`src/rtl/cda_alu_regs.vh`:
```
// Constants for the compare and divide step execution slice
`ifndef CDA_ALU_REGS_VH
`define CDA_ALU_REGS_VH
`define CDA_OP_NONE       4'h0
`define CDA_OP_FLAG_CLEAR 4'h1
`define CDA_OP_EQ         4'h2
`define CDA_OP_GE         4'h3
`define CDA_OP_GT         4'h4
`define CDA_OP_HI         4'h5
`define CDA_OP_HS         4'h6
`define CDA_OP_PL         4'h7
`define CDA_OP_PZ         4'h8
`define CDA_OP_STR        4'h9
`define CDA_OP_EQIMM      4'hA
`define CDA_OP_SDIV_INIT  4'hB
`define CDA_OP_UDIV_INIT  4'hC
`define CDA_OP_DIV_STEP   4'hD
`define CDA_PC_STEP       32'h0000_0002
`define CDA_PC_RESET      32'h0000_0000
`define CDA_WORD_RESET    32'h0000_0000
`define CDA_WORD_ZERO     32'h0000_0000
`define CDA_BYTE_ZERO     8'h00
`define CDA_BIT_CLEAR     1'h0
`define CDA_BIT_SET       1'h1
`define CDA_MSB           31
`define CDA_WORD_W        32
`define CDA_IMM_MSB       7
`define CDA_EXT_W         24
`define CDA_LANE3_HI      31
`define CDA_LANE3_LO      24
`define CDA_LANE2_HI      23
`define CDA_LANE2_LO      16
`define CDA_LANE1_HI      15
`define CDA_LANE1_LO      8
`define CDA_LANE0_HI      7
`define CDA_LANE0_LO      0
`endif

```
`src/rtl/cda_alu.v`:
```
// Compare, flag-clear and divide-step execution slice
// Behaviour
// (RULE1) Flag-clear op forces condition flag to zero and advances PC by two.
// (RULE2) Every compare writes flag one if condition holds, else zero, in one cycle.
// (RULE3) Compares never write any general register; only the flag changes.
// (RULE4) Equal compare sets flag when both operands match on all 32 bits.
// (RULE5) Signed greater-or-equal compare uses two's-complement operands.
// (RULE6) Signed greater-than compare sets flag only on strict signed excess.
// (RULE7) Unsigned greater-than compare sets flag only on strict unsigned excess.
// (RULE8) Unsigned greater-or-equal compare sets flag when dest is not below source.
// (RULE9) Positive compare tests dest above zero; nonnegative tests dest at or above zero.
// (RULE10) Byte-match compare sets flag when any byte of the XOR is zero.
// (RULE11) Immediate compare sign-extends 8-bit immediate and tests register zero.
// (RULE12) Signed divide init copies MSBs to sign bits, flag gets their XOR.
// (RULE13) Unsigned divide init clears both sign bits and the flag.
// (RULE14) Divide step shifts dividend left, adds or subtracts divisor, records quotient bit.
// (RULE15) Divide step has no zero-divisor, overflow or remainder handling.
// (RULE16) Program must not touch divide operands or status bits mid-sequence.
// (RULE17) Program rotates the quotient register through the flag for wide quotients.
// (RULE18) Step shifts old flag in, subtracts on equal signs, flag is sign equality.
// (RULE19) Every operation advances PC by two and writes only its own registers.
`include "cda_alu_regs.vh"
module cda_alu
(
    input  wire        clk,
    input  wire        rstn,
    input  wire        op_valid,
    input  wire [3:0]  op_code,
    input  wire [31:0] dest_operand_reg,
    input  wire [31:0] source_operand_reg,
    input  wire [31:0] reg_zero,
    input  wire [7:0]  imm,
    output reg         flag_t,
    output reg         dividend_sign,
    output reg         divisor_sign,
    output reg  [31:0] pc,
    output reg         wr_en,
    output reg  [31:0] wr_data
);

    reg        next_t;
    reg        next_q;
    reg        next_m;
    reg        next_wr;
    reg [31:0] next_data;
    reg [31:0] next_pc;
    reg [31:0] xr;
    reg [31:0] shifted;
    reg [32:0] sum;
    reg        carry;
    reg        shq;
    reg        subtract;

    // Signed compare via sign-bit flip keeps one comparator style for both
    function ge_signed;
        input [31:0] a;
        input [31:0] b;
        begin
            ge_signed = {~a[`CDA_MSB], a[`CDA_MSB-1:0]} >= {~b[`CDA_MSB], b[`CDA_MSB-1:0]};
        end
    endfunction

    // True when at least one of the four byte lanes is all zero
    function lane_zero;
        input [31:0] w;
        begin
            lane_zero = (w[`CDA_LANE3_HI:`CDA_LANE3_LO] == `CDA_BYTE_ZERO)
                     || (w[`CDA_LANE2_HI:`CDA_LANE2_LO] == `CDA_BYTE_ZERO)
                     || (w[`CDA_LANE1_HI:`CDA_LANE1_LO] == `CDA_BYTE_ZERO)
                     || (w[`CDA_LANE0_HI:`CDA_LANE0_LO] == `CDA_BYTE_ZERO);
        end
    endfunction

    // Immediate widened with its own sign so negative literals still match
    function [31:0] sext_imm;
        input [7:0] i;
        begin
            sext_imm = {{`CDA_EXT_W{i[`CDA_IMM_MSB]}}, i};
        end
    endfunction

    // One adder serves both step directions; the top bit is carry or borrow
    function [32:0] step_sum;
        input [31:0] a;
        input [31:0] b;
        input        sub;
        begin
            if (sub)
                step_sum = {`CDA_BIT_CLEAR, a} - {`CDA_BIT_CLEAR, b};
            else
                step_sum = {`CDA_BIT_CLEAR, a} + {`CDA_BIT_CLEAR, b};
        end
    endfunction

    // Unknown codes still occupy an instruction slot, so they move the pc too
    function op_taken;
        input       valid;
        input [3:0] code;
        begin
            op_taken = valid && (code != `CDA_OP_NONE);
        end
    endfunction

    always @*
    begin
        next_t    = flag_t;
        next_q    = dividend_sign;
        next_m    = divisor_sign;
        next_wr   = `CDA_BIT_CLEAR;
        next_data = wr_data;
        next_pc   = pc;
        xr        = dest_operand_reg ^ source_operand_reg;
        shifted   = {dest_operand_reg[`CDA_MSB-1:0], flag_t}; // RULE18
        shq       = dest_operand_reg[`CDA_MSB];
        subtract  = (dividend_sign == divisor_sign); // RULE18
        sum       = step_sum(shifted, source_operand_reg, subtract);
        carry     = sum[`CDA_WORD_W];
        if (op_taken(op_valid, op_code))
        begin
            next_pc = pc + `CDA_PC_STEP; // RULE19 RULE1
        end
        if (op_valid)
        begin
            case (op_code)
                `CDA_OP_FLAG_CLEAR:
                begin
                    next_t = `CDA_BIT_CLEAR; // RULE1
                end
                `CDA_OP_EQ:
                begin
                    next_t = (dest_operand_reg == source_operand_reg); // RULE4 RULE2
                end
                `CDA_OP_GE:
                begin
                    next_t = ge_signed(dest_operand_reg, source_operand_reg); // RULE5
                end
                `CDA_OP_GT:
                begin
                    next_t = ge_signed(dest_operand_reg, source_operand_reg)
                             && (xr != `CDA_WORD_ZERO); // RULE6
                end
                `CDA_OP_HI:
                begin
                    next_t = dest_operand_reg > source_operand_reg; // RULE7
                end
                `CDA_OP_HS:
                begin
                    next_t = dest_operand_reg >= source_operand_reg; // RULE8
                end
                `CDA_OP_PL:
                begin
                    next_t = ~dest_operand_reg[`CDA_MSB]
                             && (dest_operand_reg != `CDA_WORD_ZERO); // RULE9
                end
                `CDA_OP_PZ:
                begin
                    next_t = ~dest_operand_reg[`CDA_MSB]; // RULE9
                end
                `CDA_OP_STR:
                begin
                    next_t = lane_zero(xr); // RULE10
                end
                `CDA_OP_EQIMM:
                begin
                    next_t = (reg_zero == sext_imm(imm)); // RULE11 RULE3
                end
                `CDA_OP_SDIV_INIT:
                begin
                    next_q = dest_operand_reg[`CDA_MSB]; // RULE12
                    next_m = source_operand_reg[`CDA_MSB];
                    next_t = dest_operand_reg[`CDA_MSB] ^ source_operand_reg[`CDA_MSB];
                end
                `CDA_OP_UDIV_INIT:
                begin
                    next_q = `CDA_BIT_CLEAR; // RULE13
                    next_m = `CDA_BIT_CLEAR;
                    next_t = `CDA_BIT_CLEAR;
                end
                `CDA_OP_DIV_STEP:
                begin
                    // No divisor checks here: software screens zero and overflow first
                    next_q    = shq ^ carry ^ divisor_sign; // RULE14 RULE15
                    next_t    = (next_q == divisor_sign); // RULE18
                    next_wr   = `CDA_BIT_SET; // RULE19
                    next_data = sum[`CDA_MSB:0];
                end
                default:
                begin
                    next_t = flag_t;
                end
            endcase
        end
    end

    always @(posedge clk or negedge rstn)
    begin
        if (!rstn)
        begin
            flag_t <= `CDA_BIT_CLEAR;
        end
        else
        begin
            flag_t <= next_t; // RULE2
        end
    end

    always @(posedge clk or negedge rstn)
    begin
        if (!rstn)
        begin
            dividend_sign <= `CDA_BIT_CLEAR;
            divisor_sign  <= `CDA_BIT_CLEAR;
        end
        else
        begin
            dividend_sign <= next_q; // RULE12 RULE13 RULE14
            divisor_sign  <= next_m;
        end
    end

    always @(posedge clk or negedge rstn)
    begin
        if (!rstn)
        begin
            pc <= `CDA_PC_RESET;
        end
        else
        begin
            pc <= next_pc; // RULE19
        end
    end

    // Strobe lasts one cycle; the data word holds so the caller may read it late
    always @(posedge clk or negedge rstn)
    begin
        if (!rstn)
        begin
            wr_en   <= `CDA_BIT_CLEAR;
            wr_data <= `CDA_WORD_RESET;
        end
        else
        begin
            wr_en   <= next_wr; // RULE3
            wr_data <= next_data;
        end
    end

endmodule

```
`config.mk`:
```
export PLATFORM = sky130hd
export DESIGN_NAME = cda_alu
export DESIGN_NICKNAME = d
export VERILOG_FILES = /design/src/rtl/cda_alu.v
export VERILOG_INCLUDE_DIRS = /design/src /design/src/rtl
export SDC_FILE = /design/constraint.sdc
export NUM_CORES = 1
export LEC_CHECK = 0
export ABC_AREA = 1
export BUFFER_PORTS_ARGS = -buffer_cell sky130_fd_sc_hd__clkbuf_2
export CAP_MARGIN = 15
export CORE_MARGIN = 8
export CORE_UTILIZATION = 30
export CTS_CLUSTER_SIZE = 12
export DETAILED_ROUTE_END_ITERATION = 8
export GPL_TIMING_DRIVEN = 0
export HOLD_SLACK_MARGIN = 0.03
export PLACE_DENSITY = 0.51
export SYNTH_ARGS = -nofsm -noshare
export SYNTH_HDL_FRONTEND = slang
export SYNTH_SLANG_ARGS = --single-unit
```
`constraint.sdc`:
```
create_clock -name clk -period 6.43 [get_ports clk]
set_clock_uncertainty 0.1 [all_clocks]
set_input_delay 0.9645 -clock clk [delete_from_list [all_inputs] [get_ports clk]]
set_output_delay 0.9645 -clock clk [all_outputs]
set_load 0.02 [all_outputs]
```
==> impl_metrics.json, run 1 <==
{
  "cp_cell_sequence": "xnor2_1, inv_1, clkbuf_1, o21ai_0, nand2_1, xor2_1, ha_1, a21oi_1, o21ai_0, a21oi_1, o21ai_0, a21oi_1, xor2_1, o21ai_0",
  "hold_path_class": "register to register",
  "min-delay-start": "pc[31]",
  "wl_met3_um": 1050,
  "max_slew_margin_pct": 48.0,
  "max_freq_mhz": 250,
  "vias": 7383,
  "cts_buffers": 9,
  "ant_nets": 0,
  "num_rows": 56,
  "worstSetupPathType": "register to register",
  "grt_max_degree": 62,
  "grt_first_pass_wirelength_um": 38300,
  "vias_per_cell": 4.61,
  "netlist.area_leader.share_pct": 23.5,
  "syn-mean-instance-area_um2": 6.57,
  "cp.arrival_ns": 4.10,
  "antenna_found_initial": 0,
  "crit_path_frequent_cell": "o21ai_0",
  "drt-wirelength-per-cell_um": 14.6,
  "worst_pin_slew_ns": 0.775,
  "cts_resized": 0,
  "syn2layout_area_growth_pct": 23.5,
  "ys_warn_count": 0,
  "core-area_mm2": 0.0234,
  "synth_top_cell_by_area": "dfrtp_1",
  "place_inst": 1585,
  "gp_congestion": 0.873,
  "die-width_um": 170,
  "ys_types": 47,
  "antenna_cells": 0,
  "powerDensity_mw_per_mm2": 358,
  "grt_setup_unrepaired": "false",
  "clk_pin_slew_worst_paths_ns": 0.06,
  "drc_errors": 0,
  "peakVddDrop_mv": 0.138,
  "crit_fanout": 10,
  "slowest_stage": "xnor2_1",
  "wl_met2_um": 10500,
  "syn_area_mm2": 0.00714,
  "drv_cap": 0,
  "dieArea_mm2": 0.0290,
  "setup_viol": 0,
  "portBuffers": 177,
  "dp_hpwl_um": 20500,
  "r2r-end": "wr_data[17]",
  "ios": 179,
  "start_util_pct": 30.5,
  "wirelength_um": 23300,
  "hold_buffers": 0,
  "synthCells": 1088,
  "rr_startpoint": "dividend_sign",
  "grt_pass1_vias": 7568,
  "cts.root.buffer_cell": "clkbuf_16",
  "grt.overflow.total": 0,
  "tritoncts": "built",
  "period_needed_ns": 4.01,
  "drive_above_1_share_pct": 17.0,
  "stdcell_count": 1601,
  "min_path_cells": 1,
  "final_nets": 1456,
  "clk-insertion-delay-late_ns": 0.33,
  "h-tree-depth": 3,
  "synth-seq-cells": 67,
  "hold_viol_final": 0,
  "status": "complete, no violations",
  "first_pass_iters": 5,
  "cp-start-kind": "register",
  "synthTopCellsByArea": "dfrtp_1, nand2_1, ha_1",
  "cts.sinks": 67,
  "post_cts_buffers": 0,
  "min_to": "pc[31]",
  "post-route-util_pct": 37.7,
  "slowest_delay_ns": 0.64,
  "setup_tns_ns": 0,
  "power.leakage_uw": 0.00479,
  "ys_seq_area_share_pct": 23.5,
  "die_h_um": 170,
  "globalRouteTotalUtil_pct": 16.4,
  "highest_layer": "met4",
  "finalMaxSlewViolations": 0,
  "required_ns": 6.52,
  "fin_crit_sh_pct": 62.3,
  "r2r_cells": 14,
  "drt_iter0_markers": 513,
  "synthesis.nets": 1267,
  "clk_path_buf_depth": 2,
  "m1WireLength_um": 11400,
  "reg2reg_slack_ns": 2.42,
  "cp-end-kind": "register"
}
-- cell usage after synthesis (all sizes together) --
master / count
nor2b: 1
a31o: 1
or2: 3
nand4: 18
xnor2: 20
conb: 1
nor3: 29
fa: 1
nor4b: 1
o221ai: 1
a21boi: 2
a21oi: 61
o2111ai: 2
nand3b: 4
o211ai: 4
a21o: 4
and3: 1
inv: 150
o21ai: 52
xor2: 63
o21bai: 9
o21a: 6
nand2: 298
dfrtp: 67
a31oi: 5
nor4: 9
ha: 67
o31ai: 2
nand3: 57
and2: 1
clkbuf: 8
nor2: 138
buf: 2
-- placed cells by master, fill, tap and decap left out, types with 2 or more instances in the layout --
cell type and instances:
nand2_1 295, clkbuf_2 176, inv_1 148, nor2_1 135
ha_1 67, dfrtp_1 67, xor2_1 63, a21oi_1 60
nand3_1 57, o21ai_0 51, nor3_1 24, xnor2_1 20
nand4_1 18, o21bai_1 9, clkbuf_16 9, clkbuf_1 8
nor4_1 6, o21a_1 6, a31oi_1 5, a21o_1 4
o211ai_1 4, nand3b_1 4, nor3_2 3, bufinv_16 3
inv_2 2, nor4_2 2, a21boi_0 2, o2111ai_1 2
or2_2 2, nor3_4 2, nor2_2 2, nand2_4 2
clkbuf_8 2
-- kinds of logic (layout without fill, tap and decap cells) --
logic type / count (synthesis) / count (layout) / synth area share (%)
AO/OA/AOI/OAI: 149 / 149 / 11.9
XOR/XNOR: 83 / 83 / 10.2
other: 1 / 1 / 0.0525
AND/OR/NAND/NOR: 560 / 560 / 33.9
buffers and inverters: 160 / 354 / 8.48
flip-flops: 67 / 67 / 23.5
adder cells (fa/ha/maj): 68 / 68 / 12.0
-- metrics by stage --
stage               hold WS [ns]  total power, uW  setup slack [ns]  cell area, um2
detailed placement         0.366             2580              2.20            8460
global placement           0.357             2570              2.18            8430
floorplan                  0.478             1980              2.91            7140
finish                     0.366             3150              2.42            8820
CTS                        0.373             3180              2.41            8820
global route               0.381             3480              2.08            8820
-- registers in the layout (all words and copies together) (netlist names) --
signal	count
wr_data	32
pc	31
dividend_sign	1
divisor_sign	1
flag_t	1
wr_en	1
-- worst max-delay path by stage --
stage / start / endpoint / slack, ns
floorplan: source_operand_reg[1] / wr_data[25] / 2.91
global placement: source_operand_reg[3] / wr_data[22] / 2.18
detailed placement: source_operand_reg[1] / wr_data[22] / 2.20
CTS: dividend_sign / wr_data[17] / 2.41
global route: divisor_sign / wr_data[29] / 2.08
finish: dividend_sign / wr_data[17] / 2.42
-- power by group --
group / switching (uW) / internal [uW] / total, uW
logic: 1260 / 684 / 1940
clock network: 185 / 402 / 587
registers: 81.7 / 544 / 626
total: 1520 / 1630 / 3150
-- critical path: cells and delay by family (launching register included) --
family	cells	cell delay [ns]
compound gates	7	1.37
xor+xnor	3	0.98
fa+ha+maj	1	0.34
buf+inv	2	0.56
flops	1	0.40
simple gates	1	0.11
-- layout make-up --
type / count / area, um2
buffer: 10 / 42.5
clock buffer: 11 / 253
clock inverter: 5 / 108
fill: 2646 / 14600
inverter: 150 / 563
multi-input combinational: 861 / 4860
sequential: 67 / 1680
tap: 319 / 399
timing repair buffer: 178 / 916
-- routing by layer --
metal  vias up  track usage, %
li1       3901               -
met5         -               0
met3        18            2.73
met4         0            4.00
met2       175            27.1
met1      3289            21.8
Power figures use the tool's default switching activity.
==> run 2: changes to the inputs <==
--- a/config.mk
+++ b/config.mk
@@ -15,7 +15,7 @@
 export DETAILED_ROUTE_END_ITERATION = 8
 export GPL_TIMING_DRIVEN = 0
 export HOLD_SLACK_MARGIN = 0.03
-export PLACE_DENSITY = 0.51
+export PLACE_DENSITY = 0.53
 export SYNTH_ARGS = -nofsm -noshare
 export SYNTH_HDL_FRONTEND = slang
 export SYNTH_SLANG_ARGS = --single-unit
==> constraint.sdc (replaced) <==
create_clock -name clk -period 3.6 [get_ports clk]
set_clock_uncertainty 0.1 [all_clocks]
set_input_delay 0.54 -clock clk [delete_from_list [all_inputs] [get_ports clk]]
set_output_delay 0.54 -clock clk [all_outputs]
set_load 0.02 [all_outputs]
==> impl_metrics.json, run 2 (synthesized netlist as in run 1, its figures left out) <==
{
  "slowest_delay_ns": 0.29,
  "h-tree-depth": 3,
  "portBuffers": 177,
  "min_to": "wr_data[23]",
  "required_ns": 3.71,
  "syn2layout_area_growth_pct": 24.7,
  "cp_cell_sequence": "clkbuf_2, inv_1, ha_1, nand2_1, nor2_2, nand2_2, inv_1, nand3_2, nor4_4, a31oi_1, xor2_1, ha_1, buf_4, inv_1, o21bai_1, a21oi_1, o21ai_0, a31oi_1, nand3b_1, nand3_1, nand2_1",
  "fill_cells": 2622,
  "drive_above_1_share_pct": 18.6,
  "crit_path_frequent_cell": "inv_1",
  "antenna_found_initial": 0,
  "layout_common_cells": "nand2_1, clkbuf_2, inv_1, nor2_1",
  "dpl_cell_area_mm2": 0.00846,
  "cp.arrival_ns": 3.50,
  "hold_viol_final": 0,
  "start_util_pct": 30.5,
  "final_nets": 1463,
  "cp-end-kind": "register",
  "drt-wirelength-per-cell_um": 14.5,
  "worstSetupPathType": "primary input to register",
  "dieArea_mm2": 0.0290,
  "place_inst": 1585,
  "min_path_cells": 2,
  "reg2reg_slack_ns": 0.24,
  "final_area_mm2": 0.00891,
  "rr_startpoint": "divisor_sign",
  "cts.root.buffer_cell": "clkbuf_16",
  "final_common_cell": "nand2_1",
  "worst_pin_slew_ns": 0.509,
  "die-width_um": 170,
  "largest_reg_flops": 32,
  "ios": 179,
  "top_register": "wr_data",
  "drv_cap": 0,
  "grt.overflow.total": 0,
  "wirelength_um": 23400,
  "grt_setup_unrepaired": "true",
  "min-delay-start": "wr_data[23]",
  "die_h_um": 170,
  "cp-start-kind": "primary input",
  "finalMaxSlewViolations": 0,
  "fin_crit_sh_pct": 94.2,
  "dp_hpwl_um": 20400,
  "status": "complete, no violations",
  "crit_fanout": 4,
  "peakVddDrop_mv": 0.193,
  "r2r-end": "wr_data[22]",
  "grt_first_pass_wirelength_um": 38000,
  "clk_path_buf_depth": 2,
  "first_pass_iters": 5,
  "path_buf_inv": 5,
  "ant_nets": 0,
  "r2r_cells": 16,
  "grt_pass1_vias": 7415,
  "clk-insertion-delay-late_ns": 0.33,
  "gp_congestion": 0.875,
  "max_slew_margin_pct": 66.1,
  "period_needed_ns": 3.39,
  "vias_per_cell": 4.62,
  "powerDensity_mw_per_mm2": 624,
  "power.leakage_uw": 0.00482,
  "clk_pin_slew_worst_paths_ns": 0.05,
  "drc_errors": 0,
  "max_freq_mhz": 295,
  "stdcell_count": 1608,
  "grt_max_degree": 60,
  "setup_viol": 0,
  "reg_top3": "wr_data x32, pc x31",
  "hold_path_class": "register to register",
  "cts_buffers": 9,
  "drt_iter0_markers": 393,
  "core-area_mm2": 0.0234,
  "vias": 7429,
  "antenna_cells": 0,
  "slowest_stage": "ha_1",
  "tritoncts": "built",
  "globalRouteTotalUtil_pct": 16.3,
  "crit_family": "simple AND/OR/NAND/NOR gates",
  "num_rows": 56,
  "cts.sinks": 67,
  "holdWs_ns": 0.373
}
==> run 2: repair_timing <==
item / in CTS / in global routing
hold buffers: 1 / 0
endpoints found under the setup margin: 24 / 20
resized for setup: 4 / 25
pin swaps: 0 / 7
setup buffers: 0 / 6
hold endpoints to repair: 8 / 0
gates cloned: 0 / 0
==> run 2: metal layers <==
layer	track usage (%)	up-vias	part of all wire, %	wire length, um
met4	4.65	0	1.7	390
li1	-	3909	-	-
met3	2.22	11	4.1	955
met5	0	-	0	0
met1	22.2	3343	49	11400
met2	26.6	166	45	10600
==> run 2: through the flow <==
| stage | util, % | TNS [ns] | setup WS, ns | power (uW) |
|---|---|---|---|---|
| 2_1_floorplan | - | 0 | 0.501 | 3540 |
| 3_3_place_gp | 36.0 | -5.86 | -0.464 | 4600 |
| 3_5_place_dp | 36.1 | -5.60 | -0.439 | 4620 |
| 4_1_cts | 37.5 | 0 | 0.0106 | 5530 |
| 5_1_grt | 38.1 | -0.0402 | -0.0312 | 6130 |
| 6_report | 38.1 | 0 | 0.209 | 5560 |
==> run 2: worst max-delay path by stage <==
stage | to | slack (ns) | from | cells past startpoint
after global routing | dividend_sign | -0.03 | source_operand_reg[0] | 25
after detailed placement | wr_data[17] | -0.44 | dividend_sign | 14
after global placement | wr_data[17] | -0.46 | divisor_sign | 14
after floorplan | wr_data[25] | 0.50 | source_operand_reg[1] | 22
final | wr_data[27] | 0.21 | source_operand_reg[0] | 21
after CTS | wr_data[17] | 0.01 | dividend_sign | 14
==> run 2: worst register-to-register path: cells and delay by family, from the launching register on <==
family	cells	cell delay, ns
flip-flops	1	0.46
AND/OR/NAND/NOR	4	0.55
buffers and inverters	4	0.52
XOR/XNOR	3	0.64
adder cells (fa/ha/maj)	1	0.38
AO/OA/AOI/OAI	4	0.58
==> run 2: layout make-up <==
cell class	count	area, um2	share of cell area (%)
Buffer	10	48.8	0.548
Clock buffer	9	225	2.53
Clock inverter	7	68.8	0.772
Inverter	150	563	6.32
Multi-Input combinational cell	861	4960	55.7
Sequential cell	67	1680	18.8
Tap cell	319	399	4.48
Timing Repair Buffer	185	971	10.9
==> run 2: power by group <==
| group | leakage [uW] | internal [uW] | total, uW | switching (uW) |
|---|---|---|---|---|
| Sequential | 0.000837 | 973 | 1130 | 158 |
| Combinational | 0.00384 | 1290 | 3560 | 2280 |
| Clock | 0.000141 | 533 | 866 | 333 |
